**src/motor_bridge_pkg.sv**
```systemverilog
package motor_bridge_pkg;
    // ----------------------------------------
    // Timing
    // ----------------------------------------
    localparam int CLK_PERIOD_NS      = 10;
    localparam int STANDBY_TIME_US    = 1000;
    localparam int WAKE_TIME_US       = 30;
    localparam int CHOP_BLANK_NS      = 3600;
    localparam int TRIP_BLANK_NS      = 400;
    localparam int DEAD_TIME_NS       = 200;
    localparam int DEAD_TIME_MAX_NS   = 300;
    // Least times round up; longest times round down
    localparam int STANDBY_CYCLES     = (STANDBY_TIME_US * 1000 + CLK_PERIOD_NS - 1) / CLK_PERIOD_NS;
    localparam int WAKE_CYCLES        = (WAKE_TIME_US * 1000) / CLK_PERIOD_NS;
    localparam int CHOP_BLANK_CYCLES  = (CHOP_BLANK_NS + CLK_PERIOD_NS - 1) / CLK_PERIOD_NS;
    localparam int TRIP_BLANK_CYCLES  = (TRIP_BLANK_NS + CLK_PERIOD_NS - 1) / CLK_PERIOD_NS;
    localparam int DEAD_CYCLES        = (DEAD_TIME_NS + CLK_PERIOD_NS - 1) / CLK_PERIOD_NS;
    localparam int OFF_TIME_CYCLES    = 2000;
    localparam int CNT_W              = 20;
    // Reference attenuation of one tenth
    localparam int REF_DIV            = 10;
    localparam int LEVEL_W            = 12;

    // ----------------------------------------
    // Types
    // ----------------------------------------
    typedef enum logic [4:0] {
        ST_STANDBY = 5'h01,
        ST_WAKE    = 5'h02,
        ST_CHARGE  = 5'h04,
        ST_FAST    = 5'h08,
        ST_SLOW    = 5'h10
    } phase_t;

    // Gate pattern order: high_a, high_b, low_a, low_b
    typedef logic [3:0] gates_t;
    localparam gates_t GATES_OFF = 4'h0;
endpackage

```
**src/dead_time_leg.sv**
```systemverilog
`timescale 1ns/1ns
`default_nettype none
// ----------------------------------------
// One bridge leg with break-before-make
// ----------------------------------------
module dead_time_leg
    import motor_bridge_pkg::*;
(
    // Clock and reset
    input  wire logic clk_sys_i,
    input  wire logic rst_i,
    // Requested gates
    input  wire logic want_high_i,
    input  wire logic want_low_i,
    // Applied gates
    output logic      high_o,
    output logic      low_o
);
    import motor_bridge_pkg::*;

    logic [7:0] dead_cnt;
    logic [7:0] gap_cnt;
    logic       req_on;
    logic       cur_on;
    wire        change = (want_high_i != high_o) || (want_low_i != low_o);
    wire        both_off = !high_o && !low_o;

    // Turn off first, wait dead time, then turn on
    // dead time insertion
    always_ff @(posedge clk_sys_i or posedge rst_i) begin
        if (rst_i) begin
            high_o   <= 1'b0;
            low_o    <= 1'b0;
            dead_cnt <= 8'h00;
        end else if (change && !both_off) begin
            high_o   <= 1'b0;
            low_o    <= 1'b0;
            dead_cnt <= 8'(DEAD_CYCLES);
        end else if (change && dead_cnt > 8'h01) begin
            dead_cnt <= dead_cnt - 8'h01;
        end else if (change) begin
            high_o   <= want_high_i;
            low_o    <= want_low_i & ~want_high_i;
            dead_cnt <= 8'h00;
        end
    end

    assign req_on = want_high_i | want_low_i;
    assign cur_on = high_o | low_o;

    // Cycles the whole leg has stood off, saturating at the dead time
    always_ff @(posedge clk_sys_i or posedge rst_i) begin
        if (rst_i) begin
            gap_cnt <= 8'(DEAD_CYCLES);
        end else if (cur_on) begin
            gap_cnt <= 8'h00;
        end else if (gap_cnt < 8'(DEAD_CYCLES)) begin
            gap_cnt <= gap_cnt + 8'h01;
        end
    end

    a_leg_exclusive: assert property (@(posedge clk_sys_i) disable iff (rst_i)
        !(high_o && low_o)) else $error("both switches of a leg on");

    a_leg_dead_gap: assert property (@(posedge clk_sys_i) disable iff (rst_i)
        (req_on && $rose(cur_on)) |-> gap_cnt >= 8'(DEAD_CYCLES))
        else $error("dead time too short");
endmodule
`default_nettype wire

```
**src/brushed_motor_bridge_control.sv**
```systemverilog
`timescale 1ns/1ns
`default_nettype none
// How it works
// - Decode inputs: forward, reverse, brake high-high.
// - Both low 1 ms enters standby, Hi-Z.
// - Either input high leaves standby.
// - Outputs drive just over 30 us after release.
// - Blank comparator 3.6 us after decay-to-charge.
// - Trip must persist 400 ns before accepted.
// - Every input edge restarts chop blanking.
// - Fixed off-time after trip sets ripple.
// - Off-time: half fast, half slow decay.
// - Zero current in fast decay: all off.
// - Phase switch patterns, mirrored for reverse.
// - Dead time on every leg switching.
// - Trip level is reference over ten.
// - Direct PWM follows input decode.
// - Overcurrent latches standby until standby release.
// - Thermal trip forces off, auto-resumes.
// - Undervoltage holds all switches off.
module brushed_motor_bridge_control
    import motor_bridge_pkg::*;
(
    // Clock and reset
    input  wire logic                 clk_sys_i,
    input  wire logic                 rst_i,
    // Host direction pins
    input  wire logic                 direction_input_a_i,
    input  wire logic                 direction_input_b_i,
    // Analog front end
    input  wire logic [LEVEL_W-1:0]   reference_level_i,
    input  wire logic [LEVEL_W-1:0]   sense_resistor_node_i,
    input  wire logic                 zero_current_i,
    input  wire logic                 overcurrent_i,
    input  wire logic                 thermal_trip_i,
    input  wire logic                 undervoltage_i,
    // Bridge gates
    output logic                      high_switch_a_o,
    output logic                      high_switch_b_o,
    output logic                      low_switch_a_o,
    output logic                      low_switch_b_o,
    // Status
    output logic                      standby_o,
    output logic                      overcurrent_latch_o
);
    import motor_bridge_pkg::*;

    // ----------------------------------------
    // Input synchronisers
    // ----------------------------------------
    logic [2:0] sync_a;
    logic [2:0] sync_b;
    logic [2:0] sync_zero;
    logic [2:0] sync_oc;
    logic [2:0] sync_th;
    logic [2:0] sync_uv;
    logic       dir_a;
    logic       dir_b;
    logic       zero_q;
    logic       oc_q;
    logic       th_q;
    logic       uv_q;

    // Three-stage chains; a change counts when stages two and three agree
    always_ff @(posedge clk_sys_i or posedge rst_i) begin
        if (rst_i) begin
            sync_a    <= 3'h0;
            sync_b    <= 3'h0;
            sync_zero <= 3'h0;
            sync_oc   <= 3'h0;
            sync_th   <= 3'h0;
            sync_uv   <= 3'h0;
        end else begin
            sync_a    <= {sync_a[1:0], direction_input_a_i};
            sync_b    <= {sync_b[1:0], direction_input_b_i};
            sync_zero <= {sync_zero[1:0], zero_current_i};
            sync_oc   <= {sync_oc[1:0], overcurrent_i};
            sync_th   <= {sync_th[1:0], thermal_trip_i};
            sync_uv   <= {sync_uv[1:0], undervoltage_i};
        end
    end

    function automatic logic settle(input logic [2:0] s, input logic old);
        settle = (s[1] == s[2]) ? s[2] : old;
    endfunction

    // Qualified levels
    always_ff @(posedge clk_sys_i or posedge rst_i) begin
        if (rst_i) begin
            dir_a  <= 1'b0;
            dir_b  <= 1'b0;
            zero_q <= 1'b0;
            oc_q   <= 1'b0;
            th_q   <= 1'b0;
            uv_q   <= 1'b0;
        end else begin
            dir_a  <= settle(sync_a, dir_a);
            dir_b  <= settle(sync_b, dir_b);
            zero_q <= settle(sync_zero, zero_q);
            oc_q   <= settle(sync_oc, oc_q);
            th_q   <= settle(sync_th, th_q);
            uv_q   <= settle(sync_uv, uv_q);
        end
    end

    // ----------------------------------------
    // Decode and trip compare
    // ----------------------------------------
    logic dir_a_d;
    logic dir_b_d;
    wire  any_high   = dir_a | dir_b;
    wire  input_edge = (dir_a != dir_a_d) || (dir_b != dir_b_d);
    wire  brake      = dir_a & dir_b;
    wire  reverse    = ~dir_a & dir_b;
    wire [LEVEL_W+3:0] sense_x10 = (LEVEL_W+4)'(sense_resistor_node_i) * (LEVEL_W+4)'(REF_DIV);
    wire  trip_raw   = sense_x10 >= (LEVEL_W+4)'(reference_level_i);

    // ----------------------------------------
    // Phase sequencer
    // ----------------------------------------
    phase_t     phase;
    phase_t     next_phase;
    logic [CNT_W-1:0] idle_cnt;
    logic [CNT_W-1:0] phase_cnt;
    logic [CNT_W-1:0] blank_cnt;
    logic [7:0] trip_cnt;
    logic       oc_latch;
    logic       standby_q;
    wire        idle_done = idle_cnt >= CNT_W'(STANDBY_CYCLES);
    wire        blanked   = blank_cnt != '0;
    wire        trip_ok   = trip_cnt >= 8'(TRIP_BLANK_CYCLES);
    // Each decay phase counts from zero, so each compares with its own half
    wire        half_off  = phase_cnt >= CNT_W'(OFF_TIME_CYCLES / 2 - 1);
    wire        off_done  = phase_cnt >= CNT_W'(OFF_TIME_CYCLES - OFF_TIME_CYCLES / 2 - 1);
    wire        wake_done = phase_cnt >= CNT_W'(WAKE_CYCLES - 1);

    // Next phase selection
    always_comb begin
        next_phase = phase;
        unique case (phase)
            ST_STANDBY: if (any_high) next_phase = ST_WAKE;
            ST_WAKE:    if (wake_done) next_phase = ST_CHARGE;
            ST_CHARGE:  if (!blanked && trip_ok && !brake) next_phase = ST_FAST;
            ST_FAST:    if (half_off) next_phase = ST_SLOW;
            ST_SLOW:    if (off_done) next_phase = ST_CHARGE;
            default:    next_phase = ST_STANDBY;
        endcase
        if (idle_done || oc_latch) next_phase = ST_STANDBY;
        // latch released by idle then input
        if (phase == ST_STANDBY && !any_high) next_phase = ST_STANDBY;
    end

    // Phase register and counters
    always_ff @(posedge clk_sys_i or posedge rst_i) begin
        if (rst_i) begin
            phase     <= ST_STANDBY;
            phase_cnt <= '0;
        end else begin
            phase     <= next_phase;
            phase_cnt <= (next_phase != phase) ? '0 : phase_cnt + 1'b1;
        end
    end

    // Idle counter, input history and blanking
    always_ff @(posedge clk_sys_i or posedge rst_i) begin
        if (rst_i) begin
            idle_cnt  <= '0;
            dir_a_d   <= 1'b0;
            dir_b_d   <= 1'b0;
            blank_cnt <= '0;
            trip_cnt  <= 8'h00;
        end else begin
            dir_a_d  <= dir_a;
            dir_b_d  <= dir_b;
            idle_cnt <= any_high ? '0 : (idle_done ? idle_cnt : idle_cnt + 1'b1);
            if (input_edge || (next_phase == ST_CHARGE && phase != ST_CHARGE))
                blank_cnt <= CNT_W'(CHOP_BLANK_CYCLES);
            else if (blanked)
                blank_cnt <= blank_cnt - 1'b1;
            trip_cnt <= (trip_raw && phase == ST_CHARGE) ? (trip_ok ? trip_cnt : trip_cnt + 8'h01)
                                                         : 8'h00;
        end
    end

    // Overcurrent latch; clears once the inputs have stood low a full idle
    always_ff @(posedge clk_sys_i or posedge rst_i) begin
        if (rst_i) begin
            oc_latch  <= 1'b0;
            standby_q <= 1'b1;
        end else begin
            standby_q <= next_phase == ST_STANDBY;
            if (oc_q)
                oc_latch <= 1'b1;
            else if (idle_done)
                oc_latch <= 1'b0;
        end
    end

    // ----------------------------------------
    // Gate pattern
    // ----------------------------------------
    wire   force_off = th_q | uv_q | oc_q | oc_latch;
    wire   running   = phase == ST_CHARGE || phase == ST_FAST || phase == ST_SLOW;
    gates_t fwd_pat;
    gates_t want;

    assign fwd_pat = (phase == ST_CHARGE) ? 4'h9 :
                     (phase == ST_FAST)   ? (zero_q ? GATES_OFF : 4'h6) :
                                            4'h3;
    // decode direction inputs, mirror for reverse
    assign want = (force_off || !running || !any_high) ? GATES_OFF :
                  brake   ? 4'h3 :
                  reverse ? {fwd_pat[2], fwd_pat[3], fwd_pat[0], fwd_pat[1]} :
                            fwd_pat;

    // Legs with dead time
    dead_time_leg u_leg_a (
        .clk_sys_i   (clk_sys_i),
        .rst_i       (rst_i),
        .want_high_i (want[3]),
        .want_low_i  (want[1]),
        .high_o      (high_switch_a_o),
        .low_o       (low_switch_a_o)
    );
    dead_time_leg u_leg_b (
        .clk_sys_i   (clk_sys_i),
        .rst_i       (rst_i),
        .want_high_i (want[2]),
        .want_low_i  (want[0]),
        .high_o      (high_switch_b_o),
        .low_o       (low_switch_b_o)
    );

    assign standby_o           = standby_q;
    assign overcurrent_latch_o = oc_latch;

    // ----------------------------------------
    // Checks
    // ----------------------------------------
    a_fault_off: assert property (@(posedge clk_sys_i) disable iff (rst_i)
        (th_q || uv_q) |=> ##1 !(high_switch_a_o || high_switch_b_o)) else $error("fault not off");

    a_standby_off: assert property (@(posedge clk_sys_i) disable iff (rst_i)
        (phase == ST_STANDBY) |=> ##1 !(high_switch_a_o || low_switch_a_o)) else $error("standby drives");

    a_blank_hold: assert property (@(posedge clk_sys_i) disable iff (rst_i)
        (phase == ST_CHARGE && blanked) |=> phase != ST_FAST) else $error("trip during blanking");

    // Cycles spent in wake so far, for the wake bound
    logic [CNT_W-1:0] wake_run;
    always_ff @(posedge clk_sys_i or posedge rst_i) begin
        if (rst_i) begin
            wake_run <= '0;
        end else begin
            wake_run <= (phase == ST_WAKE) ? wake_run + 1'b1 : '0;
        end
    end

    a_wake_bound: assert property (@(posedge clk_sys_i) disable iff (rst_i)
        (phase == ST_WAKE) |-> wake_run < CNT_W'(WAKE_CYCLES))
        else $error("wake too long");

    a_edge_blank: assert property (@(posedge clk_sys_i) disable iff (rst_i)
        input_edge |=> blank_cnt == CNT_W'(CHOP_BLANK_CYCLES)) else $error("edge did not blank");

    a_fast_first: assert property (@(posedge clk_sys_i) disable iff (rst_i)
        (phase == ST_CHARGE && next_phase == ST_FAST) |=> phase == ST_FAST) else $error("no fast");

    a_oc_latch: assert property (@(posedge clk_sys_i) disable iff (rst_i)
        oc_q |=> oc_latch) else $error("overcurrent not latched");

    a_brake_lows: assert property (@(posedge clk_sys_i) disable iff (rst_i)
        (brake && running && !force_off) |-> want == 4'h3) else $error("brake pattern wrong");
endmodule
`default_nettype wire

```
**config.mk**
```make
export PLATFORM = sky130hd
export DESIGN_NAME = brushed_motor_bridge_control
export DESIGN_NICKNAME = d
export VERILOG_FILES = /design/src/motor_bridge_pkg.sv /design/src/dead_time_leg.sv /design/src/brushed_motor_bridge_control.sv
export SDC_FILE = /design/constraint.sdc
export NUM_CORES = 1
export LEC_CHECK = 0
export ABC_AREA = 1
export BUFFER_PORTS_ARGS = -buffer_cell sky130_fd_sc_hd__buf_2
export CORE_UTILIZATION = 36
export CTS_CLUSTER_DIAMETER = 200
export CTS_CLUSTER_SIZE = 30
export DETAILED_ROUTE_END_ITERATION = 12
export SYNTH_ARGS = -nofsm -noshare
export SYNTH_HDL_FRONTEND = slang
export SYNTH_SLANG_ARGS = --single-unit
```
**constraint.sdc**
```tcl
create_clock -name clk_sys_i -period 4.7 [get_ports clk_sys_i]
set_input_delay 0.705 -clock clk_sys_i [delete_from_list [all_inputs] [get_ports clk_sys_i]]
set_output_delay 0.705 -clock clk_sys_i [all_outputs]
set_load 0.05 [all_outputs]
```
==> results by group, run 1 <==
Outcome
  – Outcome: complete, no violations

Yosys
  – Largest family of logic cells by synthesized area: simple AND/OR/NAND/NOR gates
  – Count leader, synth: nand2_1
  – Async SR Flop Fraction: 1.00
  – Post-synthesis xor/xnor area fraction: 0.0720
  – Share of the synthesized area in the top cell type: 0.409
  – Post-Syn Instances: 878
  – Post-synth EDFFs: 0
  – Synth Area in Simple Gates: 0.286
  – Main area contributors after synthesis: dfrtp_1 (41%), nand2_1 (7.6%), ha_1 (7.2%)
  – Post-synth top area cell: dfrtp_1
  – Seq/Total Area, Yosys: 0.416
  – Synthesis-stage register bit count: 121
  – Synth top cells by count: nand2_1 (147), inv_1 (123), dfrtp_1 (119), nor2_1 (114), nand3_1 (57)
  – Post-Syn Area: 7280 um^2
  – Multiplexer share of the synthesized area: 0.00155
  – Syn_nets: 953
  – Post-synthesis compound-gate area fraction: 0.0631
  – Avg Cell Area, Syn: 8.29 um^2
  – Adder-cell share of the synthesized area: 0.0832
  – Number of different library cells in the post-synthesis netlist: 51
  – Synth Flop Type: dfrtp_1
  – Ys Warns: 0

GRT
  – Largest net degree at the start of global routing: 70
  – GRT Util Overall: 0.148
  – First-pass GRT wire length: approximately 24000 um
  – Antenna violations before repair: 0
  – Grt total ovfl: 0
  – Vias in the first global route: 5612

Clock network
  – Hold_buf cts: 0
  – TritonCTS clock tree: built
  – CTS sink count: 121
  – # Post-CTS Setup Buffers: 0
  – Clock-pin slew on the worst setup and hold paths: 0.05 ns
  – Root Driver: clkbuf_16
  – Worst-skew pair later-pin latency: 0.42 ns
  – H-Tree Depth: 4
  – Num CTS Buffers: 17
  – Post-cts sizing count: 0
  – Clock buffer depth: 2

Power and ir drop
  – Clock share of power: 0.459
  – Sw power: 0.737 mW
  – PwrDens: 344 nW/um^2
  – Comb power frac: 0.139
  – Switching share of power: 0.257
  – Leak Pwr: just over 4 nW
  – Internal Power: about 2.1 mW
  – Flop pwr share: 0.401
  – Max IR drop VDD: 0.282 mV

STA
  – Final Max Slew Viols: 0
  – RSZ-0062 raised after global routing: no
  – Setup-failing EPs final: 0
  – Final Hold Violating Endpoints: 0
  – Max_slew headroom: 0.433
  – Crit share post-route: 0.707
  – Fmax: 0.301 GHz
  – Min cycle time layout: 3.32 ns
  – Measured slew at the worst slew-check pin: 0.851 ns
  – Fin Setup TNS: 0 ns
  – Worst Skew: 0.00818 ns

Die
  – Starting Density: 0.370
  – Core Region: roughly 20000 um^2
  – Die Height: roughly 140 um
  – Ports: 38
  – # rows: 51
  – Die ar.: around 21000 um^2
  – Die W: around 140 um

Setup path
  – Worst setup EP type: flip-flop
  – Crit path arrival time: 3.62 ns
  – Setup crit start: sense_resistor_node_i[3]
  – WP data required: around 5.0 ns
  – Worst setup path endpoint: trip_cnt[0]$_DFFE_PP0P_
  – Reg2reg setup slack: 2.26 ns
  – CP Class: input pin to flip-flop
  – CP startpoint kind: input pin
  – R2R Path End: phase_cnt[13]$_DFF_PP0_
  – RR Startpoint: idle_cnt[8]$_DFFE_PP0P_
  – R2R depth: 13
  – Crit Path Max Fanout: 8

Cells and area
  – Area Growth Syn to Fin: 14.6%
  – # diodes: 0
  – Final core utilization: 0.424
  – Nets: between 1000 and 1500
  – Final instance area: roughly 8300 um^2
  – Layout cells sized above 1: 0.144
  – Fillcell total: 2013

Placed design
  – IO buf count: 37
  – Placed cell area: between 7000 and 8000 um^2
  – HPWL after DPL: 10100 um
  – GPL Wtd Cong: 0.792

Routing
  – Via count: 5678
  – DRT Wirelength: between 10000 and 15000 um
  – Post-route ant nets: 0
  – DR vias/cell: 4.72
  – TritonRoute pass-1 iters: 4
  – Routed length per instance: 11.5 um
  – Drt initial violations: 282
  – DRC: 0

Hold path
  – Worst hold path class: flip-flop to flip-flop

Flow run
  – Max cap viols: 0
[cells in the final DEF (no fill, tap or decap), types with 6 or more instances in the layout]
master / Yosys / final
nand2_1: 147 / 147
inv_1: 123 / 122
dfrtp_1: 119 / 119
nor2_1: 114 / 114
nand3_1: 57 / 57
xor2_1: 42 / 42
ha_1: 42 / 42
buf_2: 2 / 37
a21oi_1: 26 / 26
o21ai_0: 23 / 23
nor3_2: 20 / 20
nand4_1: 19 / 19
nor3_1: 19 / 19
o21ai_1: 17 / 17
clkbuf_16: 0 / 17
xnor2_1: 16 / 16
nand3_2: 12 / 12
nor4_1: 8 / 8
nor2_2: 6 / 6
maj3_1: 6 / 6
[cell families (layout without fill, tap and decap cells)]
logic type	count (synthesis)	count (layout)
multiplexers	1	1
AND/OR/NAND/NOR	426	426
XOR/XNOR	59	59
flip-flops	121	121
adder cells (fa/ha/maj)	49	49
buffers and inverters	139	198
AO/OA/AOI/OAI	83	83
[worst max-delay path: stages]
cell	delay, ns
buf_2	0.11
ha_1	0.28
ha_1	0.38
a21o_1	0.22
nand3_1	0.06
nand2_1	0.05
nor2_1	0.20
o21ai_0	0.17
xor2_1	0.17
ha_1	0.30
nand2_1	0.09
o21ai_0	0.09
nor3b_1	0.22
nand3b_1	0.10
nor2_1	0.11
nand3b_1	0.08
nand2_1	0.21
nor2_1	0.07
[metrics by stage]
| step | power [mW] | worst slack, ns | instances | hold WS (ns) |
|---|---|---|---|---|
| floorplan | 1.48 | 0.784 | 878 | 0.331 |
| global placement | 1.56 | 1.03 | 1173 | 0.332 |
| detailed placement | 1.57 | 0.939 | 1173 | 0.338 |
| CTS | 2.90 | 1.38 | 1202 | 0.350 |
| global route | 3.01 | 1.11 | 1202 | 0.353 |
| finish | 2.87 | 1.38 | 1202 | 0.349 |
[worst min path at each step]
stage / startpoint / depth (start not counted) / end
CTS: sync_a[0]$_DFF_PP0_ / 0 / sync_a[1]$_DFF_PP0_
finish: sync_th[0]$_DFF_PP0_ / 0 / sync_th[1]$_DFF_PP0_
detailed placement: sync_a[0]$_DFF_PP0_ / 0 / sync_a[1]$_DFF_PP0_
global placement: sync_oc[0]$_DFF_PP0_ / 0 / sync_oc[1]$_DFF_PP0_
global route: sync_th[0]$_DFF_PP0_ / 0 / sync_th[1]$_DFF_PP0_
floorplan: sync_a[0]$_DFF_PP0_ / 0 / sync_a[1]$_DFF_PP0_
[area by class of cell]
| type | count | area [um^2] | area share |
|---|---|---|---|
| Clock buffer | 21 | 470 | 0.0564 |
| Clock inverter | 8 | 121 | 0.0146 |
| Inverter | 129 | 492 | 0.0590 |
| Multi-Input combinational cell | 618 | 3680 | 0.442 |
| Sequential cell | 121 | 3030 | 0.363 |
| Tap cell | 265 | 332 | 0.0398 |
| Timing Repair Buffer | 40 | 208 | 0.0249 |
[registers in the layout, summed over array words and instances, names as in the netlist, 5 cells and up]
register,count
blank_cnt,20
idle_cnt,20
phase,5
phase_cnt,20
trip_cnt,8
u_leg_a.dead_cnt,8
u_leg_b.dead_cnt,8
[per-layer routing]
metal | GRT usage | routed length, um | part of all wire
met1 | 0.186 | 6900 | 0.50
met2 | 0.242 | 6320 | 0.46
met3 | 0.0348 | 313 | 0.023
met4 | 0.0654 | 310 | 0.022
met5 | 0 | 0 | 0
[power by group through the flow]
stage | Sequential, mW | Combinational [mW] | Clock, mW
floorplan | 1.15 | 0.323 | 0
global placement | 1.17 | 0.397 | 0
detailed placement | 1.17 | 0.402 | 0
CTS | 1.15 | 0.406 | 1.35
global route | 1.16 | 0.464 | 1.39
finish | 1.15 | 0.399 | 1.32
Note: power is estimated with default switching activity, not from simulation.
==> inputs of run 2 (changes only) <==
- clock period: 4.7 -> 2.85 ns (I/O delays scaled with it)
==> results by group, run 2 (synthesized netlist as in run 1, its figures left out) <==
Routing
  – Post-route ant nets: 0
  – DRC: 0
  – Via count: 5710
  – DR vias/cell: 4.65
  – DRT Wirelength: 14000 um
  – Drt initial violations: 263
  – Routed length per instance: 11.4 um
  – TritonRoute pass-1 iters: 4

STA
  – Crit share post-route: 0.946
  – Final Max Slew Viols: 0
  – Min cycle time layout: ~2.7 ns
  – Worst Skew: 0.0101 ns
  – Measured slew at the worst slew-check pin: 0.537 ns
  – Final Hold Violating Endpoints: 0
  – Fmax: 0.371 GHz
  – Setup-failing EPs final: 0
  – Max_slew headroom: 0.642

GRT
  – Vias in the first global route: around 5600
  – Antenna violations before repair: 0
  – GRT Util Overall: 0.150
  – First-pass GRT wire length: 24900 um
  – Grt total ovfl: 0
  – Largest net degree at the start of global routing: 53

Clock network
  – H-Tree Depth: 4
  – Num CTS Buffers: 17
  – Root Driver: clkbuf_16
  – TritonCTS clock tree: built
  – Worst-skew pair later-pin latency: between 0.4 and 0.5 ns
  – Clock buffer depth: 2
  – CTS sink count: 121
  – Clock-pin slew on the worst setup and hold paths: ~0.060 ns

Setup path
  – Crit path arrival time: around 3.0 ns
  – Worst setup EP type: flip-flop
  – Reg2reg setup slack: 0.61 ns
  – CP Class: input pin to flip-flop
  – CP startpoint kind: input pin
  – WP data required: ~3.2 ns
  – Crit Path Max Fanout: 8

Placed design
  – Placed cell area: around 8000 um^2
  – GPL Wtd Cong: ~0.83
  – IO buf count: 37
  – HPWL after DPL: 10300 um

Cells and area
  – Most frequent cells in the layout: nand2_1 (146), inv_1 (121), dfrtp_1 (119)
  – Layout cells sized above 1: 0.178
  – Largest regs: blank_cnt: 20 flops, idle_cnt: 20 flops, phase_cnt: 20 flops
  – Commonest non-fill, non-tap cell in the layout: nand2_1
  – Area Growth Syn to Fin: 18.0%
  – Fillcell total: 1988
  – Final instance area: 8590 um^2
  – Final core utilization: 0.437
  – Nets: between 1000 and 1500
  – # diodes: 0

Power and ir drop
  – PwrDens: 551 nW/um^2
  – Leak Pwr: about 4.2 nW
  – Max IR drop VDD: 0.414 mV

Die
  – Die ar.: slightly above 20000 um^2
  – Die Height: 144 um
  – Core Region: 19700 um^2
  – Starting Density: 0.370
  – Die W: 144 um
  – # rows: just over 50
  – Ports: 38

Flow run
  – Max cap viols: 0

Hold path
  – Worst hold path class: input pin to asynchronous set/reset pin

Outcome
  – Outcome: complete, no violations
## run 2: cell count changes in the layout (fill, tap and decap cells not counted), sizes merged
cell	previous run	this run
bufinv	3	1
buf	40	64
clkinvlp	1	2
inv	127	134
clkbuf	21	17
clkinv	6	7
## run 2: metrics by stage
stage | hold WS (ns) | std cells | setup TNS, ns | setup slack (ns) | total power [mW]
2_1_floorplan | 0.331 | 878 | 0 | 0.0118 | 2.44
3_3_place_gp | 0.334 | 1196 | -1.80 | -0.226 | 2.63
3_5_place_dp | 0.335 | 1196 | -2.53 | -0.337 | 2.65
4_1_cts | 0.0696 | 1228 | 0 | 0.110 | 4.79
5_1_grt | 0.0793 | 1229 | -0.00953 | -0.00729 | 4.98
6_report | 0.0670 | 1229 | 0 | 0.154 | 4.74
## run 2: final cells by class
class / instances / area (um^2) / area share
clock buffers: 17 / 425 / 0.0495
repair buffers: 64 / 413 / 0.0481
multi-input cells: 618 / 3740 / 0.436
flip-flops and latches: 121 / 3030 / 0.353
clock inverters: 15 / 155 / 0.0181
well taps: 265 / 332 / 0.0386
inverters: 129 / 493 / 0.0574
## run 2: where the power goes
| group | switching [mW] | total, mW | internal (mW) |
|---|---|---|---|
| sequential | 0.0777 | 1.89 | 1.82 |
| combinational | 0.411 | 0.737 | 0.326 |
| clock | 0.876 | 2.11 | 1.23 |
## run 2: worst paths after layout
check                                               from                        to  depth (start not counted)
worst min-delay path                               rst_i  blank_cnt[1]$_DFFE_PP0P_                          2
min in group clk_sys_i                    thermal_trip_i      sync_th[0]$_DFF_PP0_                          1
worst max register to register  blank_cnt[0]$_DFFE_PP0P_  blank_cnt[8]$_DFFE_PP0P_                         15
worst max-delay path            sense_resistor_node_i[2]   trip_cnt[0]$_DFFE_PP0P_                         17
max in group asynchronous                          rst_i        phase[0]$_DFF_PP1_                          3
worst min register to register       sync_a[0]$_DFF_PP0_       sync_a[1]$_DFF_PP0_                          0
## run 2: metal layers
layer	routed length [um]	vias up	share of wire	track usage
met5	0	-	0	0
met3	357	12	0.026	0.0338
li1	-	2994	-	-
met2	6480	57	0.46	0.245
met4	166	0	0.012	0.0548
met1	6990	2647	0.50	0.195
## run 2: repair_timing
| action | in CTS | in global routing |
|---|---|---|
| hold buffers | 0 | 0 |
| endpoints found under the setup margin | 0 | 8 |
| gates resized for setup | 0 | 7 |
| setup buffers | 0 | 1 |
## run 2: critical path, cell delays in order
cell and delay [ns]:
buf_2 0.11, ha_1 0.31, ha_1 0.30, nand2_1 0.05, nor3_1 0.22, nor2_2 0.08
buf_4 0.14, xnor2_1 0.11, ha_1 0.31, a21oi_1 0.14, o21ai_0 0.08, nor3b_1 0.19
nand3b_1 0.10, nor2_1 0.10, nand3b_1 0.12, nand2_4 0.14, nor2_1 0.06
==> inputs of run 3 (changes only) <==
- CORE_ASPECT_RATIO: not set -> 2
==> results by group, run 3 (synthesized netlist as in run 1, its figures left out) <==
Cells and area
  – Most frequent cells in the layout: nand2_1 (146), inv_1 (121), dfrtp_1 (119)
  – Layout cells sized above 1: 0.174
  – Area Growth Syn to Fin: 18.6%
  – Fillcell total: 1988
  – Commonest non-fill, non-tap cell in the layout: nand2_1
  – Largest regs: blank_cnt: 20 flops, idle_cnt: 20 flops, phase_cnt: 20 flops
  – Final instance area: 8630 um^2
  – Final core utilization: 0.436
  – # diodes: 0
  – Nets: 1021

Power and ir drop
  – Comb power frac: 0.146
  – PwrDens: 586 nW/um^2
  – Switching share of power: 0.262
  – Internal Power: 3.74 mW
  – Leak Pwr: 4.23 nW
  – Max IR drop VDD: roughly 0.4 mV
  – Sw power: 1.32 mW
  – Clock share of power: 0.480
  – Final Power: 5.06 mW
  – Flop pwr share: 0.375

Setup path
  – Worst setup EP type: flip-flop
  – WP data required: 3.16 ns
  – Crit path arrival time: 3.08 ns
  – CP startpoint kind: input pin
  – CP Class: input pin to flip-flop
  – Crit Path Max Fanout: 8

GRT
  – Vias in the first global route: between 6000 and 7000
  – Antenna violations before repair: 0
  – GRT Util Overall: 0.163
  – Grt total ovfl: 0
  – First-pass GRT wire length: approximately 26000 um
  – Largest net degree at the start of global routing: 110

Routing
  – Routed length per instance: approximately 13 um
  – DR vias/cell: between 4 and 5
  – DRC: 0
  – Metal2 WL: 8770 um
  – Top Metal Used: met4
  – Via count: 5833
  – Met3 wire length: about 300 um
  – TritonRoute pass-1 iters: 4
  – Post-route ant nets: 0
  – DRT Wirelength: 15300 um
  – Metal-1 WL: 5770 um
  – Drt initial violations: roughly 200

STA
  – Final Hold Violating Endpoints: 0
  – Final Max Slew Viols: 0
  – Setup-failing EPs final: 0
  – Crit share post-route: 0.973
  – Fin Setup TNS: 0 ns
  – PnR worst setup slack: about 0.076 ns
  – Worst Skew: ~0.0070 ns
  – Max_slew headroom: 0.581
  – Measured slew at the worst slew-check pin: 0.629 ns
  – Fmax: 0.360 GHz
  – Min cycle time layout: 2.77 ns

Clock network
  – Clock-pin slew on the worst setup and hold paths: 0.06 ns
  – CTS sink count: 121
  – Root Driver: clkbuf_16
  – Worst-skew pair later-pin latency: 0.43 ns
  – Clock buffer depth: 2
  – TritonCTS clock tree: built
  – H-Tree Depth: 4
  – Num CTS Buffers: 17

Die
  – Die ar.: 20800 um^2
  – Ports: 38
  – Die Height: 203 um
  – Starting Density: 0.367
  – Core Region: 19800 um^2
  – Die W: 103 um
  – # rows: 73

Flow run
  – Max cap viols: 0

Placed design
  – Pre-CTS setup slack: -0.377 ns
  – HPWL after DPL: 11400 um
  – Placed cell area: 7910 um^2
  – GPL Wtd Cong: 0.827
  – IO buf count: 37

Hold path
  – Worst hold path class: input pin to flip-flop

Outcome
  – Outcome: complete, no violations
-- run 3: changes by cell type in the layout (fill, tap and decap cells not counted) --
cell           previous run  this run
buf_12                    2         1
buf_4                    25        20
bufinv_16                 1         5
clkbuf_8                  0         2
clkinv_2                  3         2
clkinv_4                  4         5
clkinvlp_4                2         3
dlygate4sd3_1             0         1
inv_6                     5         1
inv_8                     3         0
nor3_1                   19        18
nor3_2                   20        21
-- run 3: layer usage --
layer  up-vias  GRT usage
li1       2980          -
met1      2769      0.161
met5         -          0
met4         0     0.0842
met2        59      0.310
met3        25     0.0310
-- run 3: worst paths after layout --
check                                    startpoint                         endpoint  slack (ns)  depth (start not counted)
min in group asynchronous                     rst_i        blank_cnt[10]$_DFFE_PP0P_        0.50                          3
max reg2reg                      phase[0]$_DFF_PP1_           phase_cnt[4]$_DFF_PP0_        0.61                         12
max in group asynchronous                     rst_i  u_leg_a.dead_cnt[5]$_DFFE_PP0P_        1.46                          4
min reg2reg                  sync_zero[0]$_DFF_PP0_           sync_zero[1]$_DFF_PP0_        0.34                          0
min                                  undervoltage_i             sync_uv[0]$_DFF_PP0_         0.1                          1
max                        sense_resistor_node_i[3]          trip_cnt[3]$_DFFE_PP0P_        0.08                         18
-- run 3: metrics by stage --
stage          std cells  hold WS, ns
3_5_place_dp        1188        0.335
6_report            1221       0.0997
4_1_cts             1221       0.0822
3_3_place_gp        1188        0.332
2_1_floorplan        878        0.331
5_1_grt             1221       0.0886
-- run 3: power by group through the flow --
| stage | clock network [mW] | registers [mW] | logic [mW] |
|---|---|---|---|
| 2_1_floorplan | 0 | 1.90 | 0.539 |
| 3_3_place_gp | 0 | 1.92 | 0.712 |
| 3_5_place_dp | 0 | 1.92 | 0.731 |
| 4_1_cts | 2.49 | 1.90 | 0.738 |
| 5_1_grt | 2.54 | 1.91 | 0.843 |
| 6_report | 2.43 | 1.90 | 0.737 |
-- run 3: repair_timing --
action | 4_1_cts | 5_1_grt
setup buffers | 0 | 0
resized for setup | 0 | 8
hold endpoints to repair | 12 | 0
endpoints found under the setup margin | 0 | 8
hold buffers | 1 | 0
-- run 3: area by class of cell --
class | instances | area, um^2 | area share
well taps | 262 | 328 | 0.0380
flip-flops and latches | 121 | 3030 | 0.351
clock buffers | 19 | 453 | 0.0525
clock inverters | 13 | 218 | 0.0252
repair buffers | 59 | 365 | 0.0423
inverters | 129 | 493 | 0.0571
multi-input cells | 618 | 3750 | 0.434
-- run 3: critical path, stage by stage --
cell and delay [ns]:
buf_2 0.12, ha_4 0.24, ha_4 0.25, a21o_1 0.19, nand3_1 0.07, nand2_1 0.08
nor2_2 0.17, buf_4 0.14, xnor2_1 0.13, ha_1 0.27, a21oi_1 0.14, o21ai_0 0.08
nor3b_1 0.23, nand3b_1 0.12, nor2_1 0.11, nand3b_1 0.13, nand2_4 0.14, nor2_1 0.05
